**src/sce_pkg.sv**
```systemverilog
/*
 package for the serial channel event and modem handshake block.
 assumes: one 20 MHz clock, register port with one-cycle strobes.
*/
package sce_pkg;
    localparam int CLK_HZ = 20000000;
    localparam int EVW = 16;
    localparam int STW = 8;
    localparam logic [3:0] ADDR_EVENTS = 4'h0;
    localparam logic [3:0] ADDR_ENABLE = 4'h1;
    localparam logic [3:0] ADDR_LINE = 4'h2;
    localparam logic [3:0] ADDR_MODE = 4'h3;
    localparam logic [3:0] ADDR_MODSTAT = 4'h4;
    // mode register fields
    localparam int MODE_TX_EN = 0;
    localparam int MODE_RX_EN = 1;
    localparam int MODE_CTS_DIRECT = 2;
    localparam int MODE_CD_DIRECT = 3;
    localparam int MODE_CTS_PULSE = 4;
    localparam int MODE_CD_PULSE = 5;
    localparam int MODE_ASYNC = 6;
    localparam int MODE_DIAGNOSTIC_LO = 7;
    localparam int MODE_TX_CLK_INV = 9;
    localparam logic [1:0] DIAGNOSTIC_NORMAL = 2'h0;
    // event bit positions
    localparam int EV_CTS_LOST = 0;
    localparam int EV_CD_LOST = 1;
    localparam int EV_TX_DONE = 2;
    localparam int EV_RX_DONE = 3;
    // asynchronous start delays in bit times
    localparam logic [1:0] ASYNC_DELAY_READY = 2'h2;
    localparam logic [1:0] ASYNC_DELAY_SAMPLED = 2'h3;
    typedef enum {TX_IDLE, TX_WAIT, TX_DELAY, TX_SEND, TX_TAIL} sce_tx_state_t;
    typedef struct packed {
        logic [3:0] addr;
        logic [15:0] wdata;
        logic wr;
        logic rd;
    } sce_bus_t;
    typedef struct packed {
        logic txClk;
        logic rxClk;
        logic ctsN;
        logic cdN;
    } sce_pins_t;
endpackage

```
**src/sce_sync.sv**
```systemverilog
/*
 two-flop synchroniser with edge detection behind the second flop.
 assumes: input is asynchronous to clk.
*/
module sce_sync
(
    // clock and reset
    input wire logic clk,
    input wire logic rst_n,
    // signal
    input wire logic din,
    output logic dout,
    output logic rise,
    output logic fall
);
    logic meta;
    logic stage;
    logic prev;
    // edges held back until prev holds a real sample: a pin idling low
    // would otherwise show a false fall right after reset
    logic [2:0] filled;
    always_ff @(posedge clk)
    begin
        if (!rst_n)
        begin
            meta <= 1'b1;
            stage <= 1'b1;
            prev <= 1'b1;
            filled <= '0;
        end
        else
        begin
            meta <= din;
            stage <= meta;
            prev <= stage;
            filled <= {filled[1:0], 1'b1};
        end
    end
    assign dout = stage;
    assign rise = filled[2] & stage & ~prev;
    assign fall = filled[2] & ~stage & prev;
endmodule // sce_sync

```
**src/sce_events.sv**
```systemverilog
/*
 event flags with write-one-to-clear and enable mask.
 assumes: event pulses come from logic on clk.
*/
module sce_events #(
    parameter int W = 16
)
(
    // clock and reset
    input wire logic clk,
    input wire logic rst_n,
    // events and control
    input wire logic [W-1:0] evSet,
    input wire logic [W-1:0] clrMask,
    input wire logic clrWr,
    input wire logic [W-1:0] enable,
    // result
    output logic [W-1:0] flags,
    output logic irq
);
    always_ff @(posedge clk)
    begin
        if (!rst_n)
            flags <= '0;
        else
            // set wins over a simultaneous clear
            flags <= (flags & ~(clrWr ? clrMask : '0)) | evSet;
    end
    assign irq = |(flags & enable);

    a_flag_sets: assert property (@(posedge clk) disable iff (!rst_n)
        |evSet |=> ((flags & $past(evSet)) == $past(evSet)))
        else $error("event flag not set");
    a_clear_only: assert property (@(posedge clk) disable iff (!rst_n)
        (clrWr && evSet == '0) |=> (flags == ($past(flags) & ~$past(clrMask))))
        else $error("write one clear wrong");
    a_irq_masked: assert property (@(posedge clk) disable iff (!rst_n)
        ((flags & enable) == '0) |-> !irq)
        else $error("masked event raised request");
endmodule // sce_events

```
**src/sce_channel.sv**
```systemverilog
/*
 serial channel event reporting and automatic modem handshake.
 assumes: handshake pins and serial clocks are asynchronous and far slower
 than clk; the transmit and receive data paths supply fifo-loaded and last-bit signals.
*/
// Design decisions made here: strobed register access and the address map.
module sce_channel #(
    parameter int EVW = sce_pkg::EVW,
    parameter int STW = sce_pkg::STW
)
(
    // clock and reset
    input wire logic clk,
    input wire logic rst_n,
    // register port
    input wire sce_pkg::sce_bus_t bus,
    output logic [15:0] rdata,
    // link pins
    input wire sce_pkg::sce_pins_t pins,
    output logic rtsN,
    output logic txGate,
    output logic txIdle,
    output logic rxGate,
    // data path status
    input wire logic fifoLoaded,
    input wire logic lastTxBit,
    input wire logic lastRxBit,
    input wire logic [STW-1:0] lineStatus,
    input wire logic [EVW-1:0] protoEvents,
    // module interrupt side
    input wire logic moduleMaskEn,
    output logic pendingSet,
    output logic cpuIrq,
    output logic cdLostFlag
);
    logic [EVW-1:0] enable;
    logic [EVW-1:0] flags;
    logic [EVW-1:0] evSet;
    logic [15:0] mode;
    logic [STW-1:0] lineReg;
    logic chanIrq;
    logic txRise, txFall;
    logic rxRise;
    logic clear_to_send_direct_select;
    logic carrier_detect_direct_select;
    logic autoMode;
    logic ctsDirect, cdDirect, cdPulse, asyncMode;
    logic ctsOk;
    logic cdOk;
    logic ctsLostEv, cdLostEv, txDoneEv, rxDoneEv;
    logic rxActive;
    logic [1:0] bitCnt;
    sce_pkg::sce_tx_state_t state;

    sce_sync uTxc (.clk(clk), .rst_n(rst_n), .din(pins.txClk), .dout(),
        .rise(txRise), .fall(txFall));
    sce_sync uRxc (.clk(clk), .rst_n(rst_n), .din(pins.rxClk), .dout(),
        .rise(rxRise), .fall());
    sce_sync uCts (.clk(clk), .rst_n(rst_n), .din(pins.ctsN), .dout(clear_to_send_direct_select),
        .rise(), .fall());
    sce_sync uCd (.clk(clk), .rst_n(rst_n), .din(pins.cdN), .dout(carrier_detect_direct_select),
        .rise(), .fall());

    assign ctsDirect = mode[sce_pkg::MODE_CTS_DIRECT];
    assign cdDirect = mode[sce_pkg::MODE_CD_DIRECT];
    assign cdPulse = mode[sce_pkg::MODE_CD_PULSE];
    assign asyncMode = mode[sce_pkg::MODE_ASYNC];
    // timing assumes the transmit clock is not inverted
    assign autoMode = (mode[sce_pkg::MODE_DIAGNOSTIC_LO +: 2] == sce_pkg::DIAGNOSTIC_NORMAL)
        && !mode[sce_pkg::MODE_TX_CLK_INV];

    // register writes
    always_ff @(posedge clk)
    begin
        if (!rst_n)
        begin
            enable <= '0;
            mode <= 16'h0000;
            lineReg <= '0;
        end
        else if (bus.wr)
        begin
            if (bus.addr == sce_pkg::ADDR_ENABLE)
                enable <= bus.wdata[EVW-1:0];
            else if (bus.addr == sce_pkg::ADDR_MODE)
                mode <= bus.wdata;
            else if (bus.addr == sce_pkg::ADDR_LINE)
                lineReg <= bus.wdata[STW-1:0];
        end
        else
            lineReg <= lineStatus;
    end

    // register reads, data one cycle after the strobe
    always_ff @(posedge clk)
    begin
        if (!rst_n)
            rdata <= 16'h0000;
        else if (bus.rd)
        begin
            if (bus.addr == sce_pkg::ADDR_EVENTS)
                rdata <= flags;
            else if (bus.addr == sce_pkg::ADDR_ENABLE)
                rdata <= enable;
            else if (bus.addr == sce_pkg::ADDR_LINE)
                rdata <= {{(16 - STW){1'b0}}, lineReg};
            else if (bus.addr == sce_pkg::ADDR_MODE)
                rdata <= mode;
            else if (bus.addr == sce_pkg::ADDR_MODSTAT)
                rdata <= {11'h000, rxActive, cdOk, ctsOk, ~clear_to_send_direct_select, ~carrier_detect_direct_select};
            else
                rdata <= 16'h0000;
        end
        else
            rdata <= 16'h0000;
    end

    always_comb
    begin
        evSet = protoEvents;
        evSet[sce_pkg::EV_CTS_LOST] = protoEvents[sce_pkg::EV_CTS_LOST] | ctsLostEv;
        evSet[sce_pkg::EV_CD_LOST] = protoEvents[sce_pkg::EV_CD_LOST] | cdLostEv;
        evSet[sce_pkg::EV_TX_DONE] = protoEvents[sce_pkg::EV_TX_DONE] | txDoneEv;
        evSet[sce_pkg::EV_RX_DONE] = protoEvents[sce_pkg::EV_RX_DONE] | rxDoneEv;
    end

    sce_events #(.W(EVW)) uEv (.clk(clk), .rst_n(rst_n), .evSet(evSet),
        .clrMask(bus.wdata[EVW-1:0]),
        .clrWr(bus.wr && bus.addr == sce_pkg::ADDR_EVENTS), .enable(enable),
        .flags(flags), .irq(chanIrq));

    assign pendingSet = chanIrq;
    assign cpuIrq = chanIrq & moduleMaskEn;

    // clear-to-send view: direct follows the pin, sampled waits for a rising
    // transmit clock, giving the half to one bit delay
    always_ff @(posedge clk)
    begin
        if (!rst_n)
            ctsOk <= 1'b0;
        else if (ctsDirect)
            ctsOk <= ~clear_to_send_direct_select;
        else if (txRise)
            ctsOk <= ~clear_to_send_direct_select;
    end

    // transmit handshake
    always_ff @(posedge clk)
    begin
        if (!rst_n)
        begin
            state <= sce_pkg::TX_IDLE;
            rtsN <= 1'b1;
            bitCnt <= 2'h0;
            ctsLostEv <= 1'b0;
            txDoneEv <= 1'b0;
        end
        else
        begin
            ctsLostEv <= 1'b0;
            txDoneEv <= 1'b0;
            case (state)
                sce_pkg::TX_IDLE:
                    if (autoMode && mode[sce_pkg::MODE_TX_EN] && fifoLoaded && txFall)
                    begin
                        rtsN <= 1'b0;
                        if (asyncMode)
                        begin
                            state <= sce_pkg::TX_DELAY;
                            bitCnt <= (ctsOk || ctsDirect) ? sce_pkg::ASYNC_DELAY_READY
                                : sce_pkg::ASYNC_DELAY_SAMPLED;
                        end
                        else
                            state <= ctsOk ? sce_pkg::TX_SEND : sce_pkg::TX_WAIT;
                    end
                sce_pkg::TX_WAIT:
                    if (ctsOk)
                        state <= sce_pkg::TX_SEND;
                sce_pkg::TX_DELAY:
                    if (txFall)
                    begin
                        // a late clear-to-send waits; loss only counts once sending
                        if (bitCnt == 2'h1)
                            state <= ctsOk ? sce_pkg::TX_SEND : sce_pkg::TX_WAIT;
                        bitCnt <= bitCnt - 2'h1;
                    end
                sce_pkg::TX_SEND:
                    if (!ctsOk)
                    begin
                        rtsN <= 1'b1;
                        ctsLostEv <= 1'b1;
                        state <= sce_pkg::TX_IDLE;
                    end
                    else if (lastTxBit)
                        state <= sce_pkg::TX_TAIL;
                sce_pkg::TX_TAIL:
                    if (txFall)
                    begin
                        rtsN <= 1'b1;
                        txDoneEv <= 1'b1;
                        state <= sce_pkg::TX_IDLE;
                    end
                default:
                    state <= sce_pkg::TX_IDLE;
            endcase
        end
    end
    // first bit out is the flag, sync, preamble or start bit of the data path
    assign txGate = (state == sce_pkg::TX_SEND) && ctsOk;
    assign txIdle = !txGate;

    // carrier detect view
    always_ff @(posedge clk)
    begin
        if (!rst_n)
            cdOk <= 1'b0;
        else if (cdDirect)
            cdOk <= ~carrier_detect_direct_select;
        else if (rxRise)
            cdOk <= ~carrier_detect_direct_select;
    end

    // reception gating and carrier loss
    always_ff @(posedge clk)
    begin
        if (!rst_n)
        begin
            rxActive <= 1'b0;
            cdLostEv <= 1'b0;
            cdLostFlag <= 1'b0;
            rxDoneEv <= 1'b0;
        end
        else
        begin
            cdLostEv <= 1'b0;
            rxDoneEv <= 1'b0;
            if (!(autoMode && mode[sce_pkg::MODE_RX_EN]))
                rxActive <= 1'b0;
            else if (!rxActive && cdOk)
            begin
                rxActive <= 1'b1;
                cdLostFlag <= 1'b0;
            end
            else if (rxActive && lastRxBit)
            begin
                rxActive <= 1'b0;
                rxDoneEv <= 1'b1;
            end
            // pulse mode: carrier only starts reception
            else if (rxActive && !cdOk && !cdPulse)
            begin
                rxActive <= 1'b0;
                cdLostEv <= 1'b1;
                cdLostFlag <= 1'b1;
            end
        end
    end
    assign rxGate = rxActive;

    a_cts_lost: assert property (@(posedge clk) disable iff (!rst_n)
        (state == sce_pkg::TX_SEND && !ctsOk) |=> (rtsN && ctsLostEv))
        else $error("cts loss not handled");
    a_rts_tail: assert property (@(posedge clk) disable iff (!rst_n)
        (state == sce_pkg::TX_TAIL && txFall) |=> rtsN)
        else $error("rts not dropped after frame");
    a_irq_gate: assert property (@(posedge clk) disable iff (!rst_n)
        cpuIrq |-> (moduleMaskEn && pendingSet))
        else $error("interrupt not gated by module mask");
    a_rts_auto: assert property (@(posedge clk) disable iff (!rst_n)
        ($fell(rtsN)) |-> $past(autoMode))
        else $error("rts raised outside normal mode");
    a_cd_pulse: assert property (@(posedge clk) disable iff (!rst_n)
        cdPulse |-> !cdLostEv)
        else $error("carrier lost in pulse mode");
    a_rts_cause: assert property (@(posedge clk) disable iff (!rst_n)
        $fell(rtsN) |-> $past(fifoLoaded && txFall && mode[sce_pkg::MODE_TX_EN]))
        else $error("rts asserted without loaded data and falling clock");
    a_cd_lost_end: assert property (@(posedge clk) disable iff (!rst_n)
        cdLostEv |-> !rxActive)
        else $error("reception continues after carrier loss");
    c_tx_frame: cover property (@(posedge clk) disable iff (!rst_n) txDoneEv);
    c_cts_lost: cover property (@(posedge clk) disable iff (!rst_n) ctsLostEv);
    c_cd_lost: cover property (@(posedge clk) disable iff (!rst_n) cdLostEv);
    c_rx_frame: cover property (@(posedge clk) disable iff (!rst_n) rxDoneEv);
    c_async_send: cover property (@(posedge clk) disable iff (!rst_n) asyncMode && txGate);
endmodule // sce_channel

```
**config.mk**
```make
export PLATFORM = sky130hd
export DESIGN_NAME = sce_channel
export DESIGN_NICKNAME = d
export VERILOG_FILES = /design/src/sce_pkg.sv /design/src/sce_sync.sv /design/src/sce_events.sv /design/src/sce_channel.sv
export SDC_FILE = /design/constraint.sdc
export NUM_CORES = 1
export LEC_CHECK = 0
export ABC_AREA = 1
export BUFFER_PORTS_ARGS = -buffer_cell sky130_fd_sc_hd__buf_2
export CORE_MARGIN = 2
export CORE_UTILIZATION = 47
export DETAILED_ROUTE_END_ITERATION = 8
export PLACE_DENSITY = 0.8
export SLEW_MARGIN = 20
export SYNTH_ARGS = -nofsm -noshare
export SYNTH_HDL_FRONTEND = slang
export SYNTH_HIERARCHICAL = 1
export SYNTH_SLANG_ARGS = --single-unit
```
**constraint.sdc**
```tcl
create_clock -name clk -period 1.8 [get_ports clk]
set_clock_uncertainty 0.05 [all_clocks]
set_input_delay 0.36 -clock clk [delete_from_list [all_inputs] [get_ports clk]]
set_output_delay 0.36 -clock clk [all_outputs]
set_load 0.1 [all_outputs]
```
# Word level (Yosys, flattened, before mapping)
# Cells that the tools add are included.
# word_totals
in_bits,56
reg_bits,131
output_inout_bits,23
word_cells,161
# classes
mux,45
n_reduce_logical,40
bitwise,23
addsub,1
eq_ne,22
# op_table
cell,count
2-to-1 mux 32 bit,7
case mux 32 bit (5 select lines),1
2-to-1 mux 16 bit,5
"== test 32 x 2 -> 1 bit, second input constant",2
"== test 32 x 3 -> 1 bit, second input constant",2
AND 16 bit,2
"== test 32 x 1 -> 1 bit, second input constant",1
logical NOT 32 bit,1
2-to-1 mux 8 bit,4
2-to-1 mux 1 bit,20
"!= test 2 bit, second input constant",10
inverter 16 bit,1
bitwise OR 16 bit,1
OR reduction 16 bit,1
logical AND 1 bit,11
2-to-1 mux 2 bit,5
AND reduction 2 bit,5
AND reduction 3 bit,3
"== test 4 x 2 -> 1 bit, second input constant",2
inverter 1 bit,8
AND reduction 4 bit,2
nonzero test 2 bit,4
AND 1 bit,7
AND reduction 6 bit,1
17 further kinds,25

# Logic depth before layout (Yosys ltp)
# logic_depth
word_depth,7
depth_mapped,11

# Cells and area by module
# The synthesis kept the hierarchy.
# by_module_without_submodules
mod,area_per_inst_um2,instances,seq_area_each_um2,cells_each
sce_channel,3184.3,1,1401.3,433
sce_events,757.0,1,320.3,103
sce_sync,172.7,4,120.1,20

# Least setup slack after synthesis
# No wires, ideal clock.
# synth_path
path_type,reg-to-reg
start,register state[1]
end,register rtsN
arrival_ns,3.155
path_stages_with_launch,6
path_buffers,0
setup_time_ns,0.130
required_time_ns,1.620
slack_ns,-1.535
cell_sequence,dfxtp_1 nand3_1 nor2_1 inv_1 nand3_1 nand3_1
# synth_between
elab_chain_len,3
elab_cells_between_ends,9
cone_classes,eq/ne: 5; mux: 1; reduce/logical: 3
# synth_lines
item,line_no,source
"start, declared",sce_channel.sv:53,sce_pkg::sce_tx_state_t state;
"start signal, assigned",sce_channel.sv:152,state <= sce_pkg::TX_IDLE;
"start signal, assigned",sce_channel.sv:169,state <= sce_pkg::TX_DELAY;
"start signal, assigned",sce_channel.sv:174,state <= ctsOk ? sce_pkg::TX_SEND : sce_pkg::TX_WAIT;
"== test 32 x 2 -> 1 bit, or another cell as far along",sce_channel.sv:162,case (state)
!= test 2 bit (no line) or nonzero test 3 bit (tied branches),n/a,
AND reduction 4 bit (no line),n/a,
"end signal, assigned",sce_channel.sv:153,rtsN <= 1'b1;
"end signal, assigned",sce_channel.sv:166,rtsN <= 1'b0;
"end signal, assigned",sce_channel.sv:190,rtsN <= 1'b1;
"end, declared",sce_channel.sv:20,"output logic rtsN,"
# Several ways; a longest one is shown, not always the timed one.
# A chain may end at the register's enable or synchronous reset.

# Worst setup path after layout
# layout_path
start,register enable[10]
end,output port cpuIrq
# layout_between
elab_chain_len,3
# layout_lines
item,line_no,source
"start, declared",sce_channel.sv:36,logic [EVW-1:0] enable;
"start signal, assigned",sce_channel.sv:84,enable <= bus.wdata[EVW-1:0];
AND 16 bit,sce_events.sv:29,assign irq = |(flags & enable);
OR reduction 16 bit,sce_events.sv:29,
AND 1 bit,sce_channel.sv:133,assign cpuIrq = chanIrq & moduleMaskEn;
"end, declared",sce_channel.sv:33,"output logic cpuIrq,"
# No other way between the ends.

==> qor.csv <==
stage;metric;value;unit
routing;DRT antenna net count;0;
timing;FMAX;0.528;GHz
outcome;failing checks;setup timing;
global_route;first-pass GRT wire length;18900;um
flow_run;max-cap viol count;0;
routing;Post-Route WL;11700;um
floorplanning;Starting Density;48.0;%
routing;# DRC;0;
cells_and_area;commonest non-fill, non-tap cell in the layout;nand2_1;
cells_and_area;Layout Nets;737;
clocking;Root Buffer;clkbuf_8;
place;GPL Wtd Cong;0.901;
worst_setup_path;Reg2Reg Setup Slack;0.28;ns
floorplanning;number of cell rows;35;
timing;Final Setup Violations;2;
global_route;largest net degree at the start of global routing;25;
worst_setup_path;critical path required time;1.39;ns
routing;vias per std cell;5.35;
timing;Worst slew margin;57.1;%
worst_setup_path;Worst EP arrival;1.49;ns
floorplanning;Die ar.;10100;um^2
worst_setup_path;critical path type;reg2out;
floorplanning;Die H;101;um
clocking;Clock Tree Buf Depth;2;
power_and_ir_drop;Worst VDD drop;0.516;mV
timing;Hold Fails Final Rpt;0;
timing;final hold slack;0.111;ns
cells_and_area;most frequent cells in the layout;145 x nand2_1, 77 x dfxtp_1, 74 x buf_2, 60 x nand3_1, 50 x inv_1;
global_route;vias in the first global route;4016;
place;Place WS;0.0179;ns
worst_setup_path;Worst setup SP type;flop;
place;dpl hpwl;8260;um
routing;Starting DRT DRC Count;379;
place;PortBufs;78;
timing;final setup margin;-0.0951;ns
floorplanning;IO Pins;79;
logic_synthesis;Post-Synthesis Cells;586;
clocking;Worst-path clk slew;0.10;ns
clocking;Sink Count;102;
logic_synthesis;Mean Syn Cell Area;7.49;um^2
timing;crit share post-route;105;%
cells_and_area;n_diodes;0;
routing;DR vias;4262;
clocking;Hold Buf Count CTS;0;
cells_and_area;layout cells sized above 1;29.5;%
routing;WL per Instance;14.7;um
power_and_ir_drop;final total power;4730;uW
logic_synthesis;syn_nets;643;
routing;1st-pass router iterations;5;
logic_synthesis;Cell Area, Synth;4390;um^2
clocking;clk_lat worst skew;0.36;ns
cells_and_area;Layout area overhead;21.2;%
power_and_ir_drop;Leak;0.00242;uW
global_route;final global-route overflow total;0;
clocking;total number of H-tree levels;3;
timing;Worst-Margin Slew;0.643;ns
timing;Min Clock Period, post-route;1.90;ns
floorplanning;Core Area;9150;um^2
timing;RSZ-0062 raised after global routing;true;
clocking;Num CTS Buffers;9;
global_route;Total GRT Usage;23.6;%
worst_setup_path;maximum fanout along the worst path;3;
clocking;CTS tree;built;
global_route;initial antenna violation count;0;
logic_synthesis;Synth warnings;6;
outcome;status;finished with violations;
min_path;worst hold path class;in2reg;
floorplanning;Die X;101;um
timing;final slew viol count;0;
worst_setup_path;Setup crit end kind;output pin;
power_and_ir_drop;Power Dens Cells;889;nW/um^2
area by class of cell:
| class | count | area, um^2 |
|---|---|---|
| clock inverters | 6 | 70.1 |
| flip-flops and latches | 102 | 2080 |
| fillers | 841 | 3830 |
| inverters | 59 | 230 |
| repair buffers | 106 | 664 |
| multi-input cells | 402 | 2010 |
| clock buffers | 10 | 128 |
| well taps | 111 | 139 |
metrics by stage:
stage	instances	cell area [um^2]	utilization, %	setup TNS (ns)
after floorplan	586	4440	-	-0.598
after global placement	764	4960	54.1	0
after detailed placement	764	4960	54.1	0
after CTS	789	5240	57.3	-0.149
after global routing	796	5320	58.1	-0.325
final	796	5320	58.1	-0.171
repair_timing:
| item | CTS | global route |
|---|---|---|
| buffers inserted | 9 | 7 |
| resized for setup | 13 | 16 |
| endpoints found under the setup margin | 2 | 4 |
| pin swaps | 5 | 4 |
| gates cloned | 0 | 0 |
state kept, by name (all words and copies together) (netlist names), 2 cells and up:
name and flops:
lineReg 8, enable 16, mode 16, state 3, rdata 16, uEv/flags 16, uTxc/filled 3, bitCnt 2
uRxc/filled 3
path summary, 6_finish.rpt:
check	startpoint	endpoint	depth (start not counted)
max	enable[10]	cpuIrq	9
min	pins[3]	uTxc/meta	3
max reg2reg	uTxc/prev	state[0]	9
min reg2reg	uCd/meta	uCd/dout	2
power by group:
group / switching (uW) / total (uW) / internal (uW)
logic: 519 / 802 / 283
registers: 92.9 / 2470 / 2380
clock network: 801 / 1460 / 656
routing by layer:
metal  vias to the layer above  global-route usage (%)  wire, um
li1                       2089                       -         -
met4                         0                    8.96       226
met1                      1939                    31.6      5190
met5                         -                       0         0
met2                       211                    37.7      5400
met3                        23                    4.30       898
worst max-delay path: stages (launching register included):
cell and delay, ns:
dfxtp_2 0.34, nand2_1 0.07, nand2_1 0.06, inv_1 0.06, nand2_1 0.05, nor2_2 0.15
nand2_4 0.07, nand2_4 0.06, clkinvlp_4 0.09, buf_12 0.17
No activity file was read; power rests on OpenSTA's default activity.
